==> config.mk <==
export PLATFORM = sky130hd
export DESIGN_NAME = tlpi_unit
export DESIGN_NICKNAME = d
export VERILOG_FILES = /design/src/core/tlpi_pkg.sv /design/src/core/tlpi_pin_sync.sv /design/src/core/tlpi_unit.sv
export VERILOG_INCLUDE_DIRS = /design/src /design/src/core
export SDC_FILE = /design/constraint.sdc
export NUM_CORES = 1
export LEC_CHECK = 0
export BUFFER_PORTS_ARGS = -buffer_cell sky130_fd_sc_hd__buf_2
export CAP_MARGIN = 0
export CORE_MARGIN = 2
export CORE_UTILIZATION = 25
export DETAILED_ROUTE_END_ITERATION = 12
export GPL_TIMING_DRIVEN = 0
export SETUP_SLACK_MARGIN = 0.05
export SLEW_MARGIN = 30
export SYNTH_ARGS = -nofsm -noshare
export SYNTH_HDL_FRONTEND = slang
export SYNTH_SLANG_ARGS = --single-unit
==> constraint.sdc <==
create_clock -name clock_in -period 4.75 [get_ports clock_in]
set_input_delay 0.7125 -clock clock_in [delete_from_list [all_inputs] [get_ports clock_in]]
set_output_delay 0.7125 -clock clock_in [all_outputs]
set_load 0.02 [all_outputs]
==> src/core/tlpi_regs.svh <==
/*
 Register offsets, field positions, vector addresses and timing counts of the
 two-level priority interrupt unit. Assumes a plain 8-bit word port.
*/
`ifndef TLPI_REGS_SVH
`define TLPI_REGS_SVH

`define TLPI_NSRC           8
`define TLPI_NPIN           3
`define TLPI_VEC_HIGH       21'h000008
`define TLPI_VEC_LOW        21'h000018
`define TLPI_ADDR_CTRL      4'h0
`define TLPI_ADDR_FLAG      4'h1
`define TLPI_ADDR_ENABLE    4'h2
`define TLPI_ADDR_LEVEL     4'h3
`define TLPI_ADDR_STAT      4'h4
`define TLPI_ADDR_MASK      4'h5
`define TLPI_ADDR_RETADR    4'h6
`define TLPI_CTRL_GIE       0
`define TLPI_CTRL_PERIPHERAL_GROUP_ENABLE      1
`define TLPI_CTRL_LVLMODE   2
`define TLPI_STAT_TAKE_HI   0
`define TLPI_STAT_TAKE_LO   1
`define TLPI_STAT_RETURN    2
`define TLPI_LAT_CYCLES     3'h3
`define TLPI_STACK_DEPTH    31

`endif

==> src/core/tlpi_pkg.sv <==
/*
 Types of the two-level priority interrupt unit.
 Assumes tlpi_regs.svh is on the include path.
*/
`default_nettype none
`include "tlpi_regs.svh"
package tlpi_pkg;
   typedef struct packed {
      logic level_mode_enable;
      logic peripheral_group_enable;
      logic global_irq_enable;
   } tlpi_ctrl_t;
   typedef struct packed {
      logic        valid;
      logic [20:0] target;
   } tlpi_jump_t;
   typedef enum logic [2:0] {
      TLPI_RUN   = 3'h1,
      TLPI_HIGH  = 3'h2,
      TLPI_BOTH  = 3'h4
   } tlpi_svc_t;
endpackage : tlpi_pkg
`default_nettype wire

==> src/core/tlpi_pin_sync.sv <==
/*
 Two-flop synchroniser and rising-edge detector for external event pins.
 Assumes pins are asynchronous to clock_in.
*/
`timescale 1ns/1ps
`default_nettype none
`include "tlpi_regs.svh"
module tlpi_pin_sync (
   input  wire logic                   clock_in,
   input  wire logic                   rst_in,
   input  wire logic [`TLPI_NPIN-1:0]  pin_in,
   output logic      [`TLPI_NPIN-1:0]  event_out
);
   logic [`TLPI_NPIN-1:0] s1_q;
   logic [`TLPI_NPIN-1:0] s2_q;
   logic [`TLPI_NPIN-1:0] s3_q;
   logic [`TLPI_NPIN-1:0] rise_w;

   assign rise_w = s2_q & ~s3_q;
   // Edge goes straight on; the flag register is the next stage
   assign event_out = rise_w;

   always_ff @(posedge clock_in or posedge rst_in) begin
      if (rst_in) begin
         s1_q      <= '0;
         s2_q      <= '0;
         s3_q      <= '0;
      end else begin
         s1_q      <= pin_in;
         s2_q      <= s1_q;
         s3_q      <= s2_q;
      end
   end
endmodule : tlpi_pin_sync
`default_nettype wire

==> src/core/tlpi_unit.sv <==
/*
 Two-level priority interrupt unit: flags, enables, level selects,
 vectoring, return-address stack and a small status/mask block.
 Assumes the core sequencer follows vector_out and pulses return_from_irq_instr_in.
*/
`timescale 1ns/1ps
`default_nettype none
`include "tlpi_regs.svh"
module tlpi_unit (
   input  wire logic                   clock_in,
   input  wire logic                   rst_in,
   input  wire logic [3:0]             addr_in,
   input  wire logic [7:0]             wdata_in,
   input  wire logic                   wr_in,
   input  wire logic                   rd_in,
   output logic      [7:0]             rdata_out,
   input  wire logic [`TLPI_NPIN-1:0]  pin_in,
   input  wire logic [`TLPI_NSRC-1:0]  periph_event_in,
   input  wire logic [20:0]            pc_in,
   input  wire logic                   return_from_irq_instr_in,
   output logic                        jump_out,
   output logic      [20:0]            vector_out,
   output logic      [20:0]            return_addr_out,
   output logic                        irq_out
);
   localparam int NS = `TLPI_NSRC;

   logic [NS-1:0]         flag_q;
   logic [NS-1:0]         en_q;
   logic [NS-1:0]         lvl_q;
   logic                  gie_q;
   logic                  peripheral_group_enable_q;
   logic                  level_mode_enable_q;
   logic [2:0]            stat_q;
   logic [2:0]            mask_q;
   logic                  jump_q;
   logic [20:0]           vec_q;
   logic [20:0]           ret_q;
   logic                  irq_q;
   logic [7:0]            rdata_q;
   logic [20:0]           stack_q [`TLPI_STACK_DEPTH];
   logic [4:0]            sp_q;
   logic [1:0]            lvl_stk_q;
   tlpi_pkg::tlpi_svc_t   svc_q;
   tlpi_pkg::tlpi_ctrl_t  ctrl_w;
   logic [`TLPI_NPIN-1:0] pin_ev_w;
   logic [NS-1:0]         ev_w;
   logic [NS-1:0]         flag_d;
   logic [NS-1:0]         act_w;
   logic [NS-1:0]         periph_w;
   logic                  hi_req_w;
   logic                  lo_req_w;
   logic                  take_hi_w;
   logic                  take_lo_w;
   logic                  take_w;
   logic                  ret_w;
   logic                  ret_lo_w;
   logic                  wr_ctrl_w;
   logic                  wr_flag_w;
   logic                  wr_en_w;
   logic                  wr_lvl_w;
   logic                  wr_stat_w;
   logic                  wr_mask_w;
   logic                  hi_two_w;
   logic                  hi_one_w;
   logic [2:0]            stat_set_w;
   tlpi_pkg::tlpi_jump_t  jmp_w;

   function automatic logic [7:0] pad8(input logic [2:0] v);
      pad8 = {5'h00, v};
   endfunction : pad8

   function automatic logic wr_hit(input logic       wr,
                                   input logic [3:0] addr,
                                   input logic [3:0] hit);
      wr_hit = wr && addr == hit;
   endfunction : wr_hit

   tlpi_pin_sync u_pins (
      .clock_in  (clock_in),
      .rst_in    (rst_in),
      .pin_in    (pin_in),
      .event_out (pin_ev_w)
   );

   assign ctrl_w    = '{level_mode_enable_q, peripheral_group_enable_q, gie_q};
   // Low sources are the pins; the rest are peripherals
   assign periph_w  = {{(NS-`TLPI_NPIN){1'b1}}, {`TLPI_NPIN{1'b0}}};
   assign ev_w      = periph_event_in | {{(NS-`TLPI_NPIN){1'b0}}, pin_ev_w};
   assign act_w     = flag_q & en_q;
   assign wr_ctrl_w = wr_hit(wr_in, addr_in, `TLPI_ADDR_CTRL);
   assign wr_flag_w = wr_hit(wr_in, addr_in, `TLPI_ADDR_FLAG);
   assign wr_en_w   = wr_hit(wr_in, addr_in, `TLPI_ADDR_ENABLE);
   assign wr_lvl_w  = wr_hit(wr_in, addr_in, `TLPI_ADDR_LEVEL);
   assign wr_stat_w = wr_hit(wr_in, addr_in, `TLPI_ADDR_STAT);
   assign wr_mask_w = wr_hit(wr_in, addr_in, `TLPI_ADDR_MASK);

   assign hi_two_w  = |(act_w & lvl_q) && gie_q;
   assign hi_one_w  = gie_q && |(act_w & (~periph_w | {NS{peripheral_group_enable_q}}));
   assign hi_req_w  = ctrl_w.level_mode_enable ? hi_two_w : hi_one_w;
   assign lo_req_w  = ctrl_w.level_mode_enable
      && |(act_w & ~lvl_q) && peripheral_group_enable_q;
   assign take_hi_w = hi_req_w && !jump_q;
   assign take_lo_w = lo_req_w && !hi_req_w && !jump_q;
   assign take_w    = take_hi_w || take_lo_w;
   assign ret_w     = return_from_irq_instr_in && sp_q != 5'h00;
   assign ret_lo_w  = lvl_stk_q[0];

   assign jmp_w.valid  = take_w;
   assign jmp_w.target = take_lo_w ? `TLPI_VEC_LOW : `TLPI_VEC_HIGH;

   assign flag_d = wr_flag_w ? ((flag_q & wdata_in) | ev_w)
                             : (flag_q | ev_w);

   assign stat_set_w = {ret_w, take_lo_w, take_hi_w};

   always_ff @(posedge clock_in or posedge rst_in) begin
      if (rst_in) begin
         flag_q <= '0;
         en_q   <= '0;
         lvl_q  <= '1;
      end else begin
         flag_q <= flag_d;
         if (wr_en_w) begin
            en_q <= wdata_in;
         end
         if (wr_lvl_w) begin
            lvl_q <= wdata_in;
         end
      end
   end

   // Group enables: software write, cleared on take, set on return
   always_ff @(posedge clock_in or posedge rst_in) begin
      if (rst_in) begin
         gie_q  <= 1'b0;
         peripheral_group_enable_q <= 1'b0;
         level_mode_enable_q <= 1'b0;
      end else begin
         if (wr_ctrl_w) begin
            gie_q  <= wdata_in[`TLPI_CTRL_GIE];
            peripheral_group_enable_q <= wdata_in[`TLPI_CTRL_PERIPHERAL_GROUP_ENABLE];
            level_mode_enable_q <= wdata_in[`TLPI_CTRL_LVLMODE];
         end
         if (ret_w) begin
            if (level_mode_enable_q && ret_lo_w) begin
               peripheral_group_enable_q <= 1'b1;
            end else begin
               gie_q <= 1'b1;
            end
         end
         if (take_hi_w) begin
            gie_q <= 1'b0;
         end else if (take_lo_w) begin
            peripheral_group_enable_q <= 1'b0;
         end
      end
   end

   always_ff @(posedge clock_in or posedge rst_in) begin
      if (rst_in) begin
         sp_q      <= 5'h00;
         lvl_stk_q <= 2'h0;
         jump_q    <= 1'b0;
         vec_q     <= 21'h000000;
         ret_q     <= 21'h000000;
      end else begin
         jump_q <= jmp_w.valid;
         if (jmp_w.valid) begin
            vec_q <= jmp_w.target;
         end
         if (take_w && sp_q != 5'(`TLPI_STACK_DEPTH)) begin
            sp_q      <= sp_q + 5'h01;
            lvl_stk_q <= {lvl_stk_q[0], take_lo_w};
         end else if (ret_w) begin
            sp_q      <= sp_q - 5'h01;
            lvl_stk_q <= {1'b0, lvl_stk_q[1]};
            ret_q     <= stack_q[sp_q - 5'h01];
         end
      end
   end

   // Stack array has no reset; only filled entries are read
   always_ff @(posedge clock_in) begin
      if (take_w && sp_q != 5'(`TLPI_STACK_DEPTH)) begin
         stack_q[sp_q] <= pc_in;
      end
   end

   always_ff @(posedge clock_in or posedge rst_in) begin
      if (rst_in) begin
         svc_q <= tlpi_pkg::TLPI_RUN;
      end else begin
         case (svc_q)
            tlpi_pkg::TLPI_RUN: begin
               if (take_w) begin
                  svc_q <= tlpi_pkg::TLPI_HIGH;
               end
            end
            tlpi_pkg::TLPI_HIGH: begin
               if (take_hi_w) begin
                  svc_q <= tlpi_pkg::TLPI_BOTH;
               end else if (ret_w) begin
                  svc_q <= tlpi_pkg::TLPI_RUN;
               end
            end
            tlpi_pkg::TLPI_BOTH: begin
               if (ret_w) begin
                  svc_q <= tlpi_pkg::TLPI_HIGH;
               end
            end
            default: begin
               svc_q <= tlpi_pkg::TLPI_RUN;
            end
         endcase
      end
   end

   // Status: set wins over write-one-to-clear
   always_ff @(posedge clock_in or posedge rst_in) begin
      if (rst_in) begin
         stat_q <= 3'h0;
         mask_q <= 3'h0;
         irq_q  <= 1'b0;
      end else begin
         if (wr_stat_w) begin
            stat_q <= (stat_q & ~wdata_in[2:0]) | stat_set_w;
         end else begin
            stat_q <= stat_q | stat_set_w;
         end
         if (wr_mask_w) begin
            mask_q <= wdata_in[2:0];
         end
         irq_q <= |(stat_q & mask_q);
      end
   end

   always_ff @(posedge clock_in or posedge rst_in) begin
      if (rst_in) begin
         rdata_q <= 8'h00;
      end else if (rd_in) begin
         case (addr_in)
            `TLPI_ADDR_CTRL:   rdata_q <= pad8({level_mode_enable_q, peripheral_group_enable_q, gie_q});
            `TLPI_ADDR_FLAG:   rdata_q <= flag_q;
            `TLPI_ADDR_ENABLE: rdata_q <= en_q;
            `TLPI_ADDR_LEVEL:  rdata_q <= lvl_q;
            `TLPI_ADDR_STAT:   rdata_q <= pad8(stat_q);
            `TLPI_ADDR_MASK:   rdata_q <= pad8(mask_q);
            `TLPI_ADDR_RETADR: rdata_q <= {3'h0, sp_q};
            default:           rdata_q <= 8'h00;
         endcase
      end else begin
         rdata_q <= 8'h00;
      end
   end

   assign rdata_out       = rdata_q;
   assign jump_out        = jump_q;
   assign vector_out      = vec_q;
   assign return_addr_out = ret_q;
   assign irq_out         = irq_q;

   // Take leads to a one-cycle jump pulse
   AST_TAKE_JUMP: assert property (
      @(posedge clock_in) disable iff (rst_in)
      take_w |=> jump_out)
      else $error("take without jump");
   AST_ONE_JUMP: assert property (
      @(posedge clock_in) disable iff (rst_in)
      jump_out |=> !jump_out)
      else $error("jump pulse too long");
   AST_HI_VEC: assert property (
      @(posedge clock_in) disable iff (rst_in)
      take_hi_w |=> vector_out == `TLPI_VEC_HIGH)
      else $error("high vec");
   AST_LOW_VEC: assert property (
      @(posedge clock_in) disable iff (rst_in)
      take_lo_w |=> vector_out == `TLPI_VEC_LOW)
      else $error("low vec");
   AST_SINGLE_VEC: assert property (
      @(posedge clock_in) disable iff (rst_in)
      (take_w && !level_mode_enable_q) |=> vector_out == `TLPI_VEC_HIGH)
      else $error("single mode vec");
   AST_SINGLE_NO_LO: assert property (
      @(posedge clock_in) disable iff (rst_in)
      !level_mode_enable_q |-> !take_lo_w)
      else $error("low take in single mode");
   AST_HI_GATE: assert property (
      @(posedge clock_in) disable iff (rst_in)
      (take_hi_w && level_mode_enable_q) |-> gie_q && |(act_w & lvl_q))
      else $error("high take not allowed");
   AST_LO_GATE: assert property (
      @(posedge clock_in) disable iff (rst_in)
      take_lo_w |-> peripheral_group_enable_q && |(act_w & ~lvl_q))
      else $error("low take not allowed");
   AST_PERIPH_GATE: assert property (
      @(posedge clock_in) disable iff (rst_in)
      (!level_mode_enable_q && !peripheral_group_enable_q && !(|(act_w & ~periph_w))) |-> !take_w)
      else $error("peripheral take while gated");
   AST_CLR_GIE: assert property (
      @(posedge clock_in) disable iff (rst_in)
      (take_hi_w && !wr_ctrl_w) |=> !gie_q)
      else $error("gie kept");
   AST_CLR_LO: assert property (
      @(posedge clock_in) disable iff (rst_in)
      take_lo_w |=> !peripheral_group_enable_q)
      else $error("low enable kept");
   AST_PUSH: assert property (
      @(posedge clock_in) disable iff (rst_in)
      (take_w && sp_q < 5'h1e) |=> sp_q == $past(sp_q) + 5'h01)
      else $error("no push");
   AST_POP: assert property (
      @(posedge clock_in) disable iff (rst_in)
      (ret_w && !take_w) |=> sp_q == $past(sp_q) - 5'h01)
      else $error("no pop");
   AST_RET_EN: assert property (
      @(posedge clock_in) disable iff (rst_in)
      (ret_w && !take_w && !wr_ctrl_w && !level_mode_enable_q) |=> gie_q)
      else $error("return left gie off");
   AST_RET_LO: assert property (
      @(posedge clock_in) disable iff (rst_in)
      (ret_w && level_mode_enable_q && ret_lo_w && !take_lo_w && !wr_ctrl_w) |=> peripheral_group_enable_q)
      else $error("return left low enable off");
   AST_FLAG_SET: assert property (
      @(posedge clock_in) disable iff (rst_in)
      (|ev_w) |=> ((flag_q & $past(ev_w)) == $past(ev_w)))
      else $error("flag lost");
   AST_FLAG_KEEP: assert property (
      @(posedge clock_in) disable iff (rst_in)
      !wr_flag_w |=> ((flag_q & $past(flag_q)) == $past(flag_q)))
      else $error("flag cleared without write");
   AST_HI_FIRST: assert property (
      @(posedge clock_in) disable iff (rst_in)
      (hi_req_w && lo_req_w && !jump_q) |-> take_hi_w && !take_lo_w)
      else $error("low before high");
   AST_NEST_DEPTH: assert property (
      @(posedge clock_in) disable iff (rst_in)
      (svc_q == tlpi_pkg::TLPI_BOTH) |-> sp_q >= 5'h02)
      else $error("nested service without two pushes");
endmodule : tlpi_unit
`default_nettype wire

======== Word level (Yosys, flattened, before mapping) ========
Memory sizes are Yosys's and may differ from the RTL's. A register that Yosys moved wholly into a read port is not among the register bits.
Cells that the tools add are included.
cells by class
  add/sub/neg operators ................... 2
  eq/ne operators ......................... 7
  multiplexer cells ....................... 21
  bitwise operators ....................... 17
  reductions and logical operators ........ 27
operators with widths
  cell                   number
  $pmux W8 S7            1
  $and A8 B8 Y8          5
  $reduce_or A8 Y1       3
  $logic_and A1 B1 Y1    16
  $mux W8                2
  $or A8 B8 Y8           2
  $mux W5                3
  $eq A4 B3 Y1 const B   3
  $mux W1                12
  $and A3 B3 Y3          3
  $eq A4 B2 Y1 const B   2
  $not A8 Y8             1
  $or A8 B3 Y8           1
  $not A3 Y3             2
  $or A3 B3 Y3           2
  $add A5 B1 Y5 const B  1
  $ne A5 B5 Y1 const B   1
  $reduce_bool A5 Y1     1
  $sub A5 B1 Y5 const B  1
  $eq A4 B1 Y1 const B   1
  $logic_not A4 Y1       1
  $mux W2                2
  $mux W3                1
  $reduce_or A3 Y1       1
  5 further kinds        6
word-level totals
  bits in registers ....................... 80
  RAM bits ................................ 651
  input port bits ......................... 49
  output and inout port bits .............. 52
  word-level logic and storage cells ...... 92
  memories ................................ 1
memories
  name     depth  width  rd ports  clocked after memory_dff  wr ports  line             RTL
  stack_q  31     21     1         1                         1         tlpi_unit.sv:41  logic [20:0] stack_q [`TLPI_STACK_DEPTH];

======== Logic depth before layout (Yosys ltp) ========
  word-level depth ........................ 12
  gate-level depth with buffers ........... 17

======== Hierarchy ========
A second synthesis with hierarchy kept.
unflattened totals
  cell total of the unflattened synthesis .. 1451
  area, all modules ....................... 28803.9 µm²
by module, submodules not included
  module         instances  cells each  area an instance (µm²)
  tlpi_unit      1          1438        28533.6
  tlpi_pin_sync  1          13          270.3

======== Worst setup path before layout ========
No wires, ideal clock.
  path type ............................... flip-flop to flip-flop
  start ................................... reg sp_q[0]
  end ..................................... reg ret_q[10], in the netlist return_addr_out[10], read port of stack_q
  setup time .............................. 121 ps
  data arrival time ....................... 3515 ps
  required time ........................... 4629 ps
  setup slack ............................. 1114 ps
  cell stages (with the launch flop) ...... 17
  clock period less this slack ............ 3636 ps
  cells stage by stage .................... dfrtp_1 buf_6 buf_12 buf_8 buf_6 buf_2 inv_2 clkbuf_1 ha_1 buf_2 buf_2 clkbuf_1 mux4_2 mux4_2 nor2_1 a31oi_1 a22o_1
between the ends
  cells in the longest elaborated chain, start to end .. 4
RTL lines
  what                                                                   line              RTL
  start, declared                                                        tlpi_unit.sv:42   logic [4:0] sp_q;
  start signal, assigned                                                 tlpi_unit.sv:173  sp_q <= sp_q + 5'h01;
  start signal, assigned                                                 tlpi_unit.sv:176  sp_q <= sp_q - 5'h01;
  parallel branches: the longest is 4 deep, another holds $sub A5 B1 Y5  -
  end, declared                                                          tlpi_unit.sv:38   logic [20:0] ret_q;
Parallel ways; which one is timed is not known.
A chain may end at the register's enable or synchronous reset.

======== Final worst setup path ========
Ends and elaborated chain as after synthesis.

==> impl_metrics.yaml <==
pwr:
  power_frac_comb_pct: 39.1
  power_leakage_nw: 11.11
  p_sw_share_pct: 34.83
  power_density_mw_per_mm2: 629.1
  peakVddDrop_uv: 491.7
  sequentialPowerShare_pct: 36.0
  clock_power_share_pct: 24.8
  switching_power_mw: 7.539
  internal-power_mw: 14.11
job:
  drv_cap: 0
routing:
  drc: 0
  wl_mm: 69.83
  drt_iter0_drc: 1556
  via_count: 14862
  viasPerCell: 4.617
  dr.pass1.iters: 5
  detail_route.wl_per_cell_um: 21.69
  detail-route-antenna-nets: 0
global_route:
  grt_pass1_vias: 15121
  antenna_found_initial: 7
  grt_start_max_net_pins: 54
  grt.total_usage_pct: 11.66
  grt_overflow: 0
  grt_pass1_wl_mm: 101.2
sta:
  period_share_pct: 91.99
  fmax_mhz: 228.8
  hold_viol: 0
  tightest_slew_ps: 1003
  rsz0062_at_grt: "no"
  clock_skew_ps: 18.77
  setup_viol: 0
  setup_tns_ps: 0
  relSlewSlack_pct: 33.11
  period_needed_ps: 4370
  finalMaxSlewViolations: 0
floorplan:
  start_util_pct: 25.18
  core_mm2: 0.1143
  rows: 124
  die_w_um: 343.4
  dieArea_mm2: 0.1179
  dieHeight_um: 343.4
  ios: 101
final_layout:
  layout.cells.non_filler: 3219
  finalInstanceArea_mm2: 0.03440
  areaGrowthSynthToFinish_pct: 19.46
  nets: 1710
  num_antenna_cells: 0
  utilization_pct: 30.09
  drive_gt1_share_pct: 29.88
cts:
  clk_pin_slew_ps: 70
  clock_sink_count: 733
  cts_root_buffer: "clkbuf_16"
  tritoncts: "done"
  numCtsBuffers: 67
  clk_path_buf_depth: 3
  cts.htree.levels: 3
  postCtsSetupBuffers: 0
  worstSkewPairLatency_ps: 620
worst_setup_path:
  cp.required_ps: 5250
  crit_buf_inv: 8
  cpPeakStageDelay_ps: 580
  cp-start-kind: "flip-flop"
  path_cells: "buf_6, buf_12, buf_8, buf_6, inv_2, ha_2, buf_2, buf_2, clkbuf_4, mux4_2, mux4_2, nor2_1, a31oi_1, a22o_1"
  rrSetupSlack_ps: 380
  crit_fanout: 19
  critPathArrivalTime_ps: 4870
  path_delay_family: "buffers and inverters"
  reg2reg_to: "return_addr_out[10]"
  reg2regPathDepth: 14
  cp-startpoint: "sp_q[0]"
  path_class: "flip-flop to flip-flop"
  r2r_start: "sp_q[0]"
  slowest_stage: "mux4_2"
  end_kind: "flip-flop"
yosys:
  synth_top_area_cell: "edfxtp_1"
  netlist_area_mm2: 0.02880
  synthArstFlopShare_pct: 11.19
  synth-edff-count: 651
  ys.warnings.count: 0
  yosysTopAreaCellShare_pct: 67.88
  postSynthCellCount: 1458
  synthTopCellsByArea: "edfxtp_1 (68%), mux4_2 (13%), dfrtp_1 (6.4%)"
  synthDistinctLibCells: 51
  syn_area_per_cell_um2: 19.75
  ys.flop_type: "edfxtp_1"
  ys_seq_area_share_pct: 75.04
  ys_ff_latch: 733
hold_path:
  hold_path_class: "input port to asynchronous set/reset pin"
run_status:
  status: "completed"
place:
  dp.cells: 3100
  dpl_cell_area_mm2: 0.03221
  gp_congestion: 0.8464
  portBuffers: 80
  dp_hpwl_mm: 46.55
==> flip-flops by register name (all words and copies together), names as in the netlist, 2 cells and up <==
signal	flops
sp_q	5
return_addr_out	21
u_pins.s2_q	3
u_pins.s1_q	3
u_pins.s3_q	3
mask_q	3
stack_q	651
en_q	8
stat_q	3
lvl_q	8
flag_q	8
lvl_stk_q	2
rdata_out	8
vector_out	2
==> area by class of cell <==
type,count,area [µm²]
fillers,10974,79940
flip-flops and latches,733,21610
multi-input cells,638,6929
well taps,1512,1892
clock buffers,87,1857
repair buffers,112,1219
plain buffers,94,539.3
clock inverters,34,317.8
inverters,9,38.79
==> cells in the mapped netlist (4+ instances only) <==
master      n
xor2_1      4
o21ai_0    10
ha_1        6
nand3b_1   12
mux2i_1    28
nor3_1     23
nand3_1    12
nor2_1     95
a211oi_1   42
nand2_1    74
nor2b_1     6
dfrtp_1    74
a31oi_1    25
inv_1       8
buf_1       4
buf_2      26
a21oi_1     7
buf_4      23
mux4_2    168
a22oi_1    12
clkbuf_1   38
edfxtp_1  651
nand2b_1    8
a22o_1     21
dfstp_2     8
o21ai_1     5
mux2_2     28
==> worst reg2reg max path, stage by stage, from the launching register on <==
cell and delay, ps:
dfrtp_1 410, buf_6 190, buf_12 180, buf_8 210, buf_6 300, inv_2 220, ha_2 450, buf_2 190
buf_2 340, clkbuf_4 320, mux4_2 350, mux4_2 580, nor2_1 150, a31oi_1 130, a22o_1 250
==> metal layers <==
layer	vias to the layer above	GRT usage [%]	wire length [µm]
li1	6297	-	-
met5	-	0	17
met4	2	2.848	1408
met2	617	18.81	33260
met1	7839	15.62	29140
met3	107	3.177	6004
==> logic make-up after synthesis <==
logic type	share of synthesized area [%]
AOI/OAI and AO/OA	3.350
xor gates and xnor gates	0.2694
adders and majority gates	0.2607
buffers and inverters	1.986
DFF	75.04
muxes	15.21
other	0.01302
and+or+nand+nor	3.871
==> what timing repair did <==
action / in CTS / in global routing
resized for setup: 3 / 11
setup endpoints to repair: 21 / 21
gates cloned: 0 / 0
pin swaps: 0 / 0
endpoints found under the hold margin: 0 / 0
hold buffers: 0 / 0
==> power groups by stage <==
stage	sequential, mW	combinational, mW	clock [mW]
after floorplan	7.96	5.37	0
after global placement	7.93	8.08	0
after detailed placement	7.94	8.44	0
after CTS	7.81	8.46	5.47
after global routing	7.84	9.00	5.72
final	7.80	8.47	5.38
==> cells in the final DEF (no fill, tap or decap), types with 28 or more instances in the layout <==
cell type  instances
edfxtp_1         651
nor2_1            64
mux2i_1           28
a211oi_1          42
mux4_2           168
mux2_2            28
buf_2            106
clkbuf_1          45
dfrtp_1           74
nand2_1           74
nor2_4            31
clkbuf_16         71
==> through the flow <==
step | total power [mW] | hold WS [ps] | setup WS, ps
floorplan | 13.33 | 331.2 | 1114
detailed placement | 16.37 | 341.1 | -494.5
finish | 21.64 | 63.21 | 380.2
CTS | 21.74 | 43.81 | 77.30
global route | 22.57 | 62.91 | 242.9
global placement | 16.01 | 340.7 | -461.3
==> how the worst max path moves through the flow <==
stage	end	slack, ps	depth (start not counted)
floorplan	return_addr_out[10]	1110	16
global placement	return_addr_out[13]	-460	16
detailed placement	return_addr_out[7]	-490	16
CTS	return_addr_out[13]	80	15
global route	return_addr_out[10]	240	14
finish	return_addr_out[10]	380	14
No activity file was read; power rests on OpenSTA's default activity.
